## src/gpio_hi_pkg.sv

```systemverilog
// Constants, register map and helper functions for the port H and I controller.
// Overview of operation
// - Each port is eight bits, bits 7-0.
// - Every pin is configured independently of neighbours.
// - Port H drive enable bit turns driver on.
// - Port H function bit routes pin to capture.
// - Port H pull-up bit turns pull-up on.
// - Port H pull-up resets with only bit 0.
// - Port H input gate bit opens input path.
// - Port H registers decode at their fixed addresses.
// - Port I pins can serve the timers.
// - Port I resets to plain, all paths off.
// - Port I registers decode at their fixed addresses.
// - Port I data register is eight read-write bits.
// - Port I drive enable bit turns driver on.
// - Port I function bits select timer signals.
// - Port I pull-up and input gate bits work.
package gpio_hi_pkg;

  localparam int          PORT_W        = 8;
  localparam int          BUS_W         = 32;
  localparam int          CAPTURE_W     = 10;
  localparam int          WAVE_W        = 6;

  localparam logic [31:0] PORT_H_BASE   = 32'h4000_01C0;
  localparam logic [31:0] PORT_I_BASE   = 32'h4000_0200;

  localparam logic [31:0] OFS_DATA      = 32'h0000_0000;
  localparam logic [31:0] OFS_DRIVE     = 32'h0000_0004;
  localparam logic [31:0] OFS_FUNC      = 32'h0000_0008;
  localparam logic [31:0] OFS_RESERVED  = 32'h0000_0010;
  localparam logic [31:0] OFS_PULLUP    = 32'h0000_002C;
  localparam logic [31:0] OFS_INPUT     = 32'h0000_0038;

  localparam logic [7:0]  PORT_RST      = 8'h00;
  localparam logic [7:0]  H_PULLUP_RST  = 8'h01;
  localparam logic [31:0] READ_ZERO     = 32'h0000_0000;

  // Port I pins 0 to 5 carry timer waves out, pins 6 and 7 feed timer 4 capture.
  localparam logic [7:0]  I_ALT_IS_OUT  = 8'h3F;
  localparam logic [7:0]  H_ALT_IS_OUT  = 8'h00;

  typedef enum logic [3:0] {
    SEL_NONE,
    SEL_H_DATA,
    SEL_H_DRIVE,
    SEL_H_FUNC,
    SEL_H_PULLUP,
    SEL_H_INPUT,
    SEL_I_DATA,
    SEL_I_DRIVE,
    SEL_I_FUNC,
    SEL_I_PULLUP,
    SEL_I_INPUT
  } reg_sel_t;

  function automatic logic addr_hit(input logic [31:0] adr,
                                    input logic [31:0] base,
                                    input logic [31:0] ofs);
    logic [31:0] target;
    target = base + ofs;
    return adr == target;
  endfunction : addr_hit

  // Only byte lane 0 holds live bits; the other lanes are discarded.
  function automatic logic [7:0] lane_write(input logic [7:0]  old_val,
                                            input logic [31:0] dat,
                                            input logic [3:0]  sel);
    return sel[0] ? dat[7:0] : old_val;
  endfunction : lane_write

endpackage : gpio_hi_pkg

```

## src/gpio_pin_cell.sv

```systemverilog
// One pin of a port: driver, pull-up, input gate and alternate function steering.
module gpio_pin_cell
  import gpio_hi_pkg::*;
(
  // Configuration bits for this pin
  input  wire logic i_data,
  input  wire logic i_drive_en,
  input  wire logic i_input_en,
  input  wire logic i_pullup_en,
  input  wire logic i_alt_sel,
  // Alternate function
  input  wire logic i_alt_is_out,
  input  wire logic i_alt_drive,
  output logic      o_alt_in,
  // Pad side
  input  wire logic i_pin,
  output logic      o_pin,
  output logic      o_pin_oe,
  output logic      o_pullup,
  // Value seen by a data register read
  output logic      o_pin_seen
);

  logic gated_in;

  // The input gate keeps a floating pad from toggling logic while it is closed.
  assign gated_in   = i_pin & i_input_en;
  assign o_pin_oe   = i_drive_en;
  assign o_pin      = i_drive_en & ((i_alt_sel & i_alt_is_out) ? i_alt_drive : i_data);
  assign o_pullup   = i_pullup_en;
  assign o_alt_in   = i_alt_sel & ~i_alt_is_out & gated_in;
  assign o_pin_seen = i_drive_en ? i_data : gated_in;

endmodule : gpio_pin_cell

```

## src/gpio_port_h_i_control.sv

```systemverilog
// Top of the port H and I controller with its Wishbone register slave.
//
// Our own choice: the Wishbone register port.
module gpio_port_h_i_control
  import gpio_hi_pkg::*;
(
  // Clock and reset
  input  wire logic                 i_ref_clk,
  input  wire logic                 i_rst_b,
  // Wishbone classic slave
  input  wire logic                 i_wb_cyc,
  input  wire logic                 i_wb_stb,
  input  wire logic                 i_wb_we,
  input  wire logic [31:0]          i_wb_adr,
  input  wire logic [3:0]           i_wb_sel,
  input  wire logic [BUS_W-1:0]     i_wb_dat,
  output logic      [BUS_W-1:0]     o_wb_dat,
  output logic                      o_wb_ack,
  // Port H pads
  input  wire logic [PORT_W-1:0]    i_hpin,
  output logic      [PORT_W-1:0]    o_hpin,
  output logic      [PORT_W-1:0]    o_hpin_oe,
  output logic      [PORT_W-1:0]    o_hpin_pullup,
  // Port I pads
  input  wire logic [PORT_W-1:0]    i_ipin,
  output logic      [PORT_W-1:0]    o_ipin,
  output logic      [PORT_W-1:0]    o_ipin_oe,
  output logic      [PORT_W-1:0]    o_ipin_pullup,
  // Timer connections
  input  wire logic [WAVE_W-1:0]    i_timer_wave_out,
  output logic      [CAPTURE_W-1:0] o_timer_capture_in
);

  logic [7:0] port_h_pin_data_reg;
  logic [7:0] port_h_output_enable_reg;
  logic [7:0] port_h_function_select_reg;
  logic [7:0] port_h_pullup_enable_reg;
  logic [7:0] port_h_input_enable_reg;
  logic [7:0] port_i_pin_data_reg;
  logic [7:0] port_i_output_enable_reg;
  logic [7:0] port_i_function_select_reg;
  logic [7:0] port_i_pullup_enable_reg;
  logic [7:0] port_i_input_enable_reg;

  logic             ack_reg;
  logic [BUS_W-1:0] rdata_reg;
  logic [BUS_W-1:0] rdata_next;
  reg_sel_t         sel_code;
  logic             req;
  logic             wr_go;
  logic             rd_go;
  logic [7:0]       hport_seen;
  logic [7:0]       iport_seen;
  logic [7:0]       hport_capture;
  logic [7:0]       iport_capture;
  logic [7:0]       iport_wave;

  // Address decode; reserved and unmapped words fall to SEL_NONE.
  always_comb begin
    sel_code = SEL_NONE;
    if (addr_hit(i_wb_adr, PORT_H_BASE, OFS_DATA)) begin
      sel_code = SEL_H_DATA;
    end else if (addr_hit(i_wb_adr, PORT_H_BASE, OFS_DRIVE)) begin
      sel_code = SEL_H_DRIVE;
    end else if (addr_hit(i_wb_adr, PORT_H_BASE, OFS_FUNC)) begin
      sel_code = SEL_H_FUNC;
    end else if (addr_hit(i_wb_adr, PORT_H_BASE, OFS_PULLUP)) begin
      sel_code = SEL_H_PULLUP;
    end else if (addr_hit(i_wb_adr, PORT_H_BASE, OFS_INPUT)) begin
      sel_code = SEL_H_INPUT;
    end else if (addr_hit(i_wb_adr, PORT_I_BASE, OFS_DATA)) begin
      sel_code = SEL_I_DATA;
    end else if (addr_hit(i_wb_adr, PORT_I_BASE, OFS_DRIVE)) begin
      sel_code = SEL_I_DRIVE;
    end else if (addr_hit(i_wb_adr, PORT_I_BASE, OFS_FUNC)) begin
      sel_code = SEL_I_FUNC;
    end else if (addr_hit(i_wb_adr, PORT_I_BASE, OFS_PULLUP)) begin
      sel_code = SEL_I_PULLUP;
    end else if (addr_hit(i_wb_adr, PORT_I_BASE, OFS_INPUT)) begin
      sel_code = SEL_I_INPUT;
    end
  end

  assign req   = i_wb_cyc & i_wb_stb;
  // Writes land on the edge where the master sees ack, so a held request commits once.
  assign wr_go = req & i_wb_we & ack_reg;
  assign rd_go = req & ~i_wb_we & ~ack_reg;

  always_ff @(posedge i_ref_clk) begin
    if (!i_rst_b) begin
      ack_reg <= 1'b0;
    end else begin
      ack_reg <= req & ~ack_reg;
    end
  end

  always_comb begin
    rdata_next = READ_ZERO;
    case (sel_code)
      SEL_H_DATA:   rdata_next[7:0] = hport_seen;
      SEL_H_DRIVE:  rdata_next[7:0] = port_h_output_enable_reg;
      SEL_H_FUNC:   rdata_next[7:0] = port_h_function_select_reg;
      SEL_H_PULLUP: rdata_next[7:0] = port_h_pullup_enable_reg;
      SEL_H_INPUT:  rdata_next[7:0] = port_h_input_enable_reg;
      SEL_I_DATA:   rdata_next[7:0] = iport_seen;
      SEL_I_DRIVE:  rdata_next[7:0] = port_i_output_enable_reg;
      SEL_I_FUNC:   rdata_next[7:0] = port_i_function_select_reg;
      SEL_I_PULLUP: rdata_next[7:0] = port_i_pullup_enable_reg;
      SEL_I_INPUT:  rdata_next[7:0] = port_i_input_enable_reg;
      // Reserved words answer with zero so a stray access cannot hang the bus.
      SEL_NONE:     rdata_next = READ_ZERO;
      default:      rdata_next = READ_ZERO;
    endcase
  end

  always_ff @(posedge i_ref_clk) begin
    if (!i_rst_b) begin
      rdata_reg <= READ_ZERO;
    end else if (rd_go) begin
      rdata_reg <= rdata_next;
    end
  end

  assign o_wb_ack = ack_reg;
  assign o_wb_dat = rdata_reg;

  // Each register keeps only its low byte; the bus bits above are dropped.
  always_ff @(posedge i_ref_clk) begin
    if (!i_rst_b) begin
      port_h_pin_data_reg <= PORT_RST;
    end else if (wr_go && sel_code == SEL_H_DATA) begin
      port_h_pin_data_reg <= lane_write(port_h_pin_data_reg, i_wb_dat, i_wb_sel);
    end
  end

  always_ff @(posedge i_ref_clk) begin
    if (!i_rst_b) begin
      port_h_output_enable_reg <= PORT_RST;
    end else if (wr_go && sel_code == SEL_H_DRIVE) begin
      port_h_output_enable_reg <= lane_write(port_h_output_enable_reg, i_wb_dat, i_wb_sel);
    end
  end

  always_ff @(posedge i_ref_clk) begin
    if (!i_rst_b) begin
      port_h_function_select_reg <= PORT_RST;
    end else if (wr_go && sel_code == SEL_H_FUNC) begin
      port_h_function_select_reg <= lane_write(port_h_function_select_reg, i_wb_dat,
                                               i_wb_sel);
    end
  end

  always_ff @(posedge i_ref_clk) begin
    if (!i_rst_b) begin
      port_h_pullup_enable_reg <= H_PULLUP_RST;
    end else if (wr_go && sel_code == SEL_H_PULLUP) begin
      port_h_pullup_enable_reg <= lane_write(port_h_pullup_enable_reg, i_wb_dat, i_wb_sel);
    end
  end

  always_ff @(posedge i_ref_clk) begin
    if (!i_rst_b) begin
      port_h_input_enable_reg <= PORT_RST;
    end else if (wr_go && sel_code == SEL_H_INPUT) begin
      port_h_input_enable_reg <= lane_write(port_h_input_enable_reg, i_wb_dat, i_wb_sel);
    end
  end

  always_ff @(posedge i_ref_clk) begin
    if (!i_rst_b) begin
      port_i_pin_data_reg <= PORT_RST;
    end else if (wr_go && sel_code == SEL_I_DATA) begin
      port_i_pin_data_reg <= lane_write(port_i_pin_data_reg, i_wb_dat, i_wb_sel);
    end
  end

  always_ff @(posedge i_ref_clk) begin
    if (!i_rst_b) begin
      port_i_output_enable_reg <= PORT_RST;
    end else if (wr_go && sel_code == SEL_I_DRIVE) begin
      port_i_output_enable_reg <= lane_write(port_i_output_enable_reg, i_wb_dat, i_wb_sel);
    end
  end

  always_ff @(posedge i_ref_clk) begin
    if (!i_rst_b) begin
      port_i_function_select_reg <= PORT_RST;
    end else if (wr_go && sel_code == SEL_I_FUNC) begin
      port_i_function_select_reg <= lane_write(port_i_function_select_reg, i_wb_dat,
                                               i_wb_sel);
    end
  end

  always_ff @(posedge i_ref_clk) begin
    if (!i_rst_b) begin
      port_i_pullup_enable_reg <= PORT_RST;
    end else if (wr_go && sel_code == SEL_I_PULLUP) begin
      port_i_pullup_enable_reg <= lane_write(port_i_pullup_enable_reg, i_wb_dat, i_wb_sel);
    end
  end

  always_ff @(posedge i_ref_clk) begin
    if (!i_rst_b) begin
      port_i_input_enable_reg <= PORT_RST;
    end else if (wr_go && sel_code == SEL_I_INPUT) begin
      port_i_input_enable_reg <= lane_write(port_i_input_enable_reg, i_wb_dat, i_wb_sel);
    end
  end

  // Pins 6 and 7 of port I are capture inputs, so they never take a timer wave.
  assign iport_wave = {2'b00, i_timer_wave_out};

  // One cell per pin keeps every pin's settings apart from its neighbours.
  for (genvar k = 0; k < PORT_W; k++) begin : g_pin
    gpio_pin_cell u_hcell (
      .i_data       (port_h_pin_data_reg[k]),
      .i_drive_en   (port_h_output_enable_reg[k]),
      .i_input_en   (port_h_input_enable_reg[k]),
      .i_pullup_en  (port_h_pullup_enable_reg[k]),
      .i_alt_sel    (port_h_function_select_reg[k]),
      .i_alt_is_out (H_ALT_IS_OUT[k]),
      .i_alt_drive  (1'b0),
      .o_alt_in     (hport_capture[k]),
      .i_pin        (i_hpin[k]),
      .o_pin        (o_hpin[k]),
      .o_pin_oe     (o_hpin_oe[k]),
      .o_pullup     (o_hpin_pullup[k]),
      .o_pin_seen   (hport_seen[k])
    );
    gpio_pin_cell u_icell (
      .i_data       (port_i_pin_data_reg[k]),
      .i_drive_en   (port_i_output_enable_reg[k]),
      .i_input_en   (port_i_input_enable_reg[k]),
      .i_pullup_en  (port_i_pullup_enable_reg[k]),
      .i_alt_sel    (port_i_function_select_reg[k]),
      .i_alt_is_out (I_ALT_IS_OUT[k]),
      .i_alt_drive  (iport_wave[k]),
      .o_alt_in     (iport_capture[k]),
      .i_pin        (i_ipin[k]),
      .o_pin        (o_ipin[k]),
      .o_pin_oe     (o_ipin_oe[k]),
      .o_pullup     (o_ipin_pullup[k]),
      .o_pin_seen   (iport_seen[k])
    );
  end

  // Capture bus: timer t input n sits at index 2t+n; timer 4 comes from port I.
  assign o_timer_capture_in = {iport_capture[7:6], hport_capture};
endmodule : gpio_port_h_i_control

```

## config.mk

```make
export PLATFORM = sky130hd
export DESIGN_NAME = gpio_port_h_i_control
export DESIGN_NICKNAME = d
export VERILOG_FILES = /design/src/gpio_hi_pkg.sv /design/src/gpio_pin_cell.sv /design/src/gpio_port_h_i_control.sv
export SDC_FILE = /design/constraint.sdc
export NUM_CORES = 1
export LEC_CHECK = 0
export BUFFER_PORTS_ARGS = -buffer_cell sky130_fd_sc_hd__buf_2
export CAP_MARGIN = 20
export CORE_MARGIN = 5
export CORE_UTILIZATION = 46
export DETAILED_ROUTE_END_ITERATION = 10
export MAX_ROUTING_LAYER = met4
export PLACE_DENSITY = 0.89
export SLEW_MARGIN = 0
export SYNTH_ARGS = -nofsm -noshare
export SYNTH_HDL_FRONTEND = slang
export SYNTH_HIERARCHICAL = 1
export SYNTH_SLANG_ARGS = --single-unit
```

## constraint.sdc

```tcl
create_clock -name i_ref_clk -period 1.88 [get_ports i_ref_clk]
set_input_delay 0.188 -clock i_ref_clk [delete_from_list [all_inputs] [get_ports i_ref_clk]]
set_output_delay 0.188 -clock i_ref_clk [all_outputs]
set_load 0.01 [all_outputs]
```

==> flow_summary.json <==
{
  "status": "finished clean",
  "finalPower_mw": 4.03,
  "drt_first_pass_iters": 6,
  "worstHoldStart": "i_rst_b",
  "clk_path_buf_depth": 2,
  "holdWs_ns": 0.121,
  "regArea_um2": 1780,
  "layout_commonest_cell": "nand2_1",
  "synth_area_um2": 5220,
  "hp-class": "in -> reg",
  "max_freq_mhz": 549,
  "numCtsBuffers": 9,
  "ys_warn_count": 6,
  "end_kind": "flop",
  "p_per_area_nw_per_um2": 612,
  "cp.arrival_ns": 2.04,
  "cp_cell_sequence": "buf_2, nor4b_1, nand3_1, buf_4, nor4_4, buf_12, nand2_1, nand2_1, a21oi_1",
  "maxSlewViolCount": 0,
  "grt_max_degree": 55,
  "fin_cells": 984,
  "routabilityCongestion": 0.949,
  "fp.dieH_um": 117,
  "multiInputGateArea_um2": 3120,
  "dp_cells": 967,
  "critical_path.top_delay_family": "simple AND/OR/NAND/NOR gates",
  "clk_latency_ns": 0.34,
  "cap_violations": 0,
  "drive_gt1_frac": 0.283,
  "grtUsageTotal": 0.240,
  "fin_util": 0.584,
  "diodes": 0,
  "nFillCells": 987,
  "portBuffers": 134,
  "topRoutingLayerUsed": "met4",
  "die_x_um": 117,
  "rows": 39,
  "fin_setup_tns_ns": 0,
  "reg2reg_from": "port_h_output_enable_reg[6]$_SDFFE_PN0P_",
  "critPathMaxStageDelay_ns": 0.44,
  "p_leak_nw": 2.93,
  "gr-total-overflow": 0,
  "met3_length_mm": 1.55,
  "layout.nets": 932,
  "antenna_found_initial": 0,
  "dieArea_um2": 13600,
  "reg2reg_slack_ns": 0.27,
  "grt_pass1_wl_mm": 24.9,
  "final_hold_viol_count": 0,
  "cp_max_fo": 16,
  "avgSynthCellArea_um2": 7.84,
  "via_per_inst": 5.46,
  "finalCritPeriodShare": 0.968,
  "fin_skew_ns": 0.00882,
  "crit_path_start": "i_wb_adr[1]",
  "clk_pin_slew_ns": 0.06,
  "detail_route.wl_per_cell_um": 16.4,
  "initial_utilization": 0.463,
  "num_vias": 5369,
  "syn_inst": 666,
  "critPathBufInv": 3,
  "ant_nets": 0,
  "wl_mm": 16.2,
  "area_growth_pct": 26.0,
  "setup_viol": 0,
  "cts_tree": "yes",
  "vdd_drop_max_v": 0.000348,
  "clock-sinks": 89,
  "ctsHtreeMaxLevel": 3,
  "cp.required_ns": 2.10,
  "mostFrequentLayoutCells": "182 x nand2_1, 134 x buf_2, 89 x dfxtp_1, 60 x conb_1, 56 x a21oi_1",
  "grt_pass1_vias": 5139,
  "worstSetupStartpointType": "input pin",
  "min_period_ns": 1.82,
  "worstSetupPathType": "in -> reg",
  "dr_wl_met2_mm": 7.91,
  "io_pins": 186,
  "drc_errors": 0,
  "core_um2": 11300,
  "drt-met1-wl_mm": 6.23,
  "critPathSlowestCell": "nor4b_1",
  "place_hpwl_mm": 12.2,
  "drt_iter0_drc": 464,
  "cpMostUsedCell": "nand2_1",
  "clockRootBuffer": "clkbuf_16"
}
## cell type report
class                      count  area share
multi-input combinational    542       0.474
tap                          143      0.0272
inverter                       2     0.00114
clock inverter                 2     0.00533
timing repair buffer         193       0.179
clock buffer                  13      0.0426
sequential                    89       0.271
## power by group
part / switching, mW / leakage (nW) / internal, mW
Clock: 0.706 / 0.158 / 1.16
Sequential: 0.000860 / 0.717 / 1.89
Combinational: 0.171 / 2.05 / 0.0982
## metrics by stage
step                area, um2  setup WS (ns)
finish                   6580         0.0599
global route             6580        -0.0899
CTS                      6530         0.0604
detailed placement       6210         -0.236
global placement         6210         -0.207
floorplan                5500        -0.0591
## worst paths after layout
check | endpoint | depth (start not counted)
worst max register to register | o_wb_dat[6]$_SDFFE_PN0P_ | 6
worst max-delay path | port_i_pullup_enable_reg[7]$_SDFFE_PN0P_ | 9
worst min register to register | port_h_pin_data_reg[2]$_SDFFE_PN0P_ | 2
worst min-delay path | port_h_pullup_enable_reg[0]$_SDFFE_PN1P_ | 2
## layer usage
metal / global-route usage / vias to the layer above
li1: - / 2562
met1: 0.276 / 2487
met2: 0.405 / 272
met3: 0.0472 / 48
met4: 0.106 / 0
met5: - / -
## timing repair
item	4_1_cts	5_1_grt
hold buffers	0	0
setup endpoints to repair	0	25
setup buffers	0	2
resized for setup	0	11
Power figures use the tool's default switching activity.
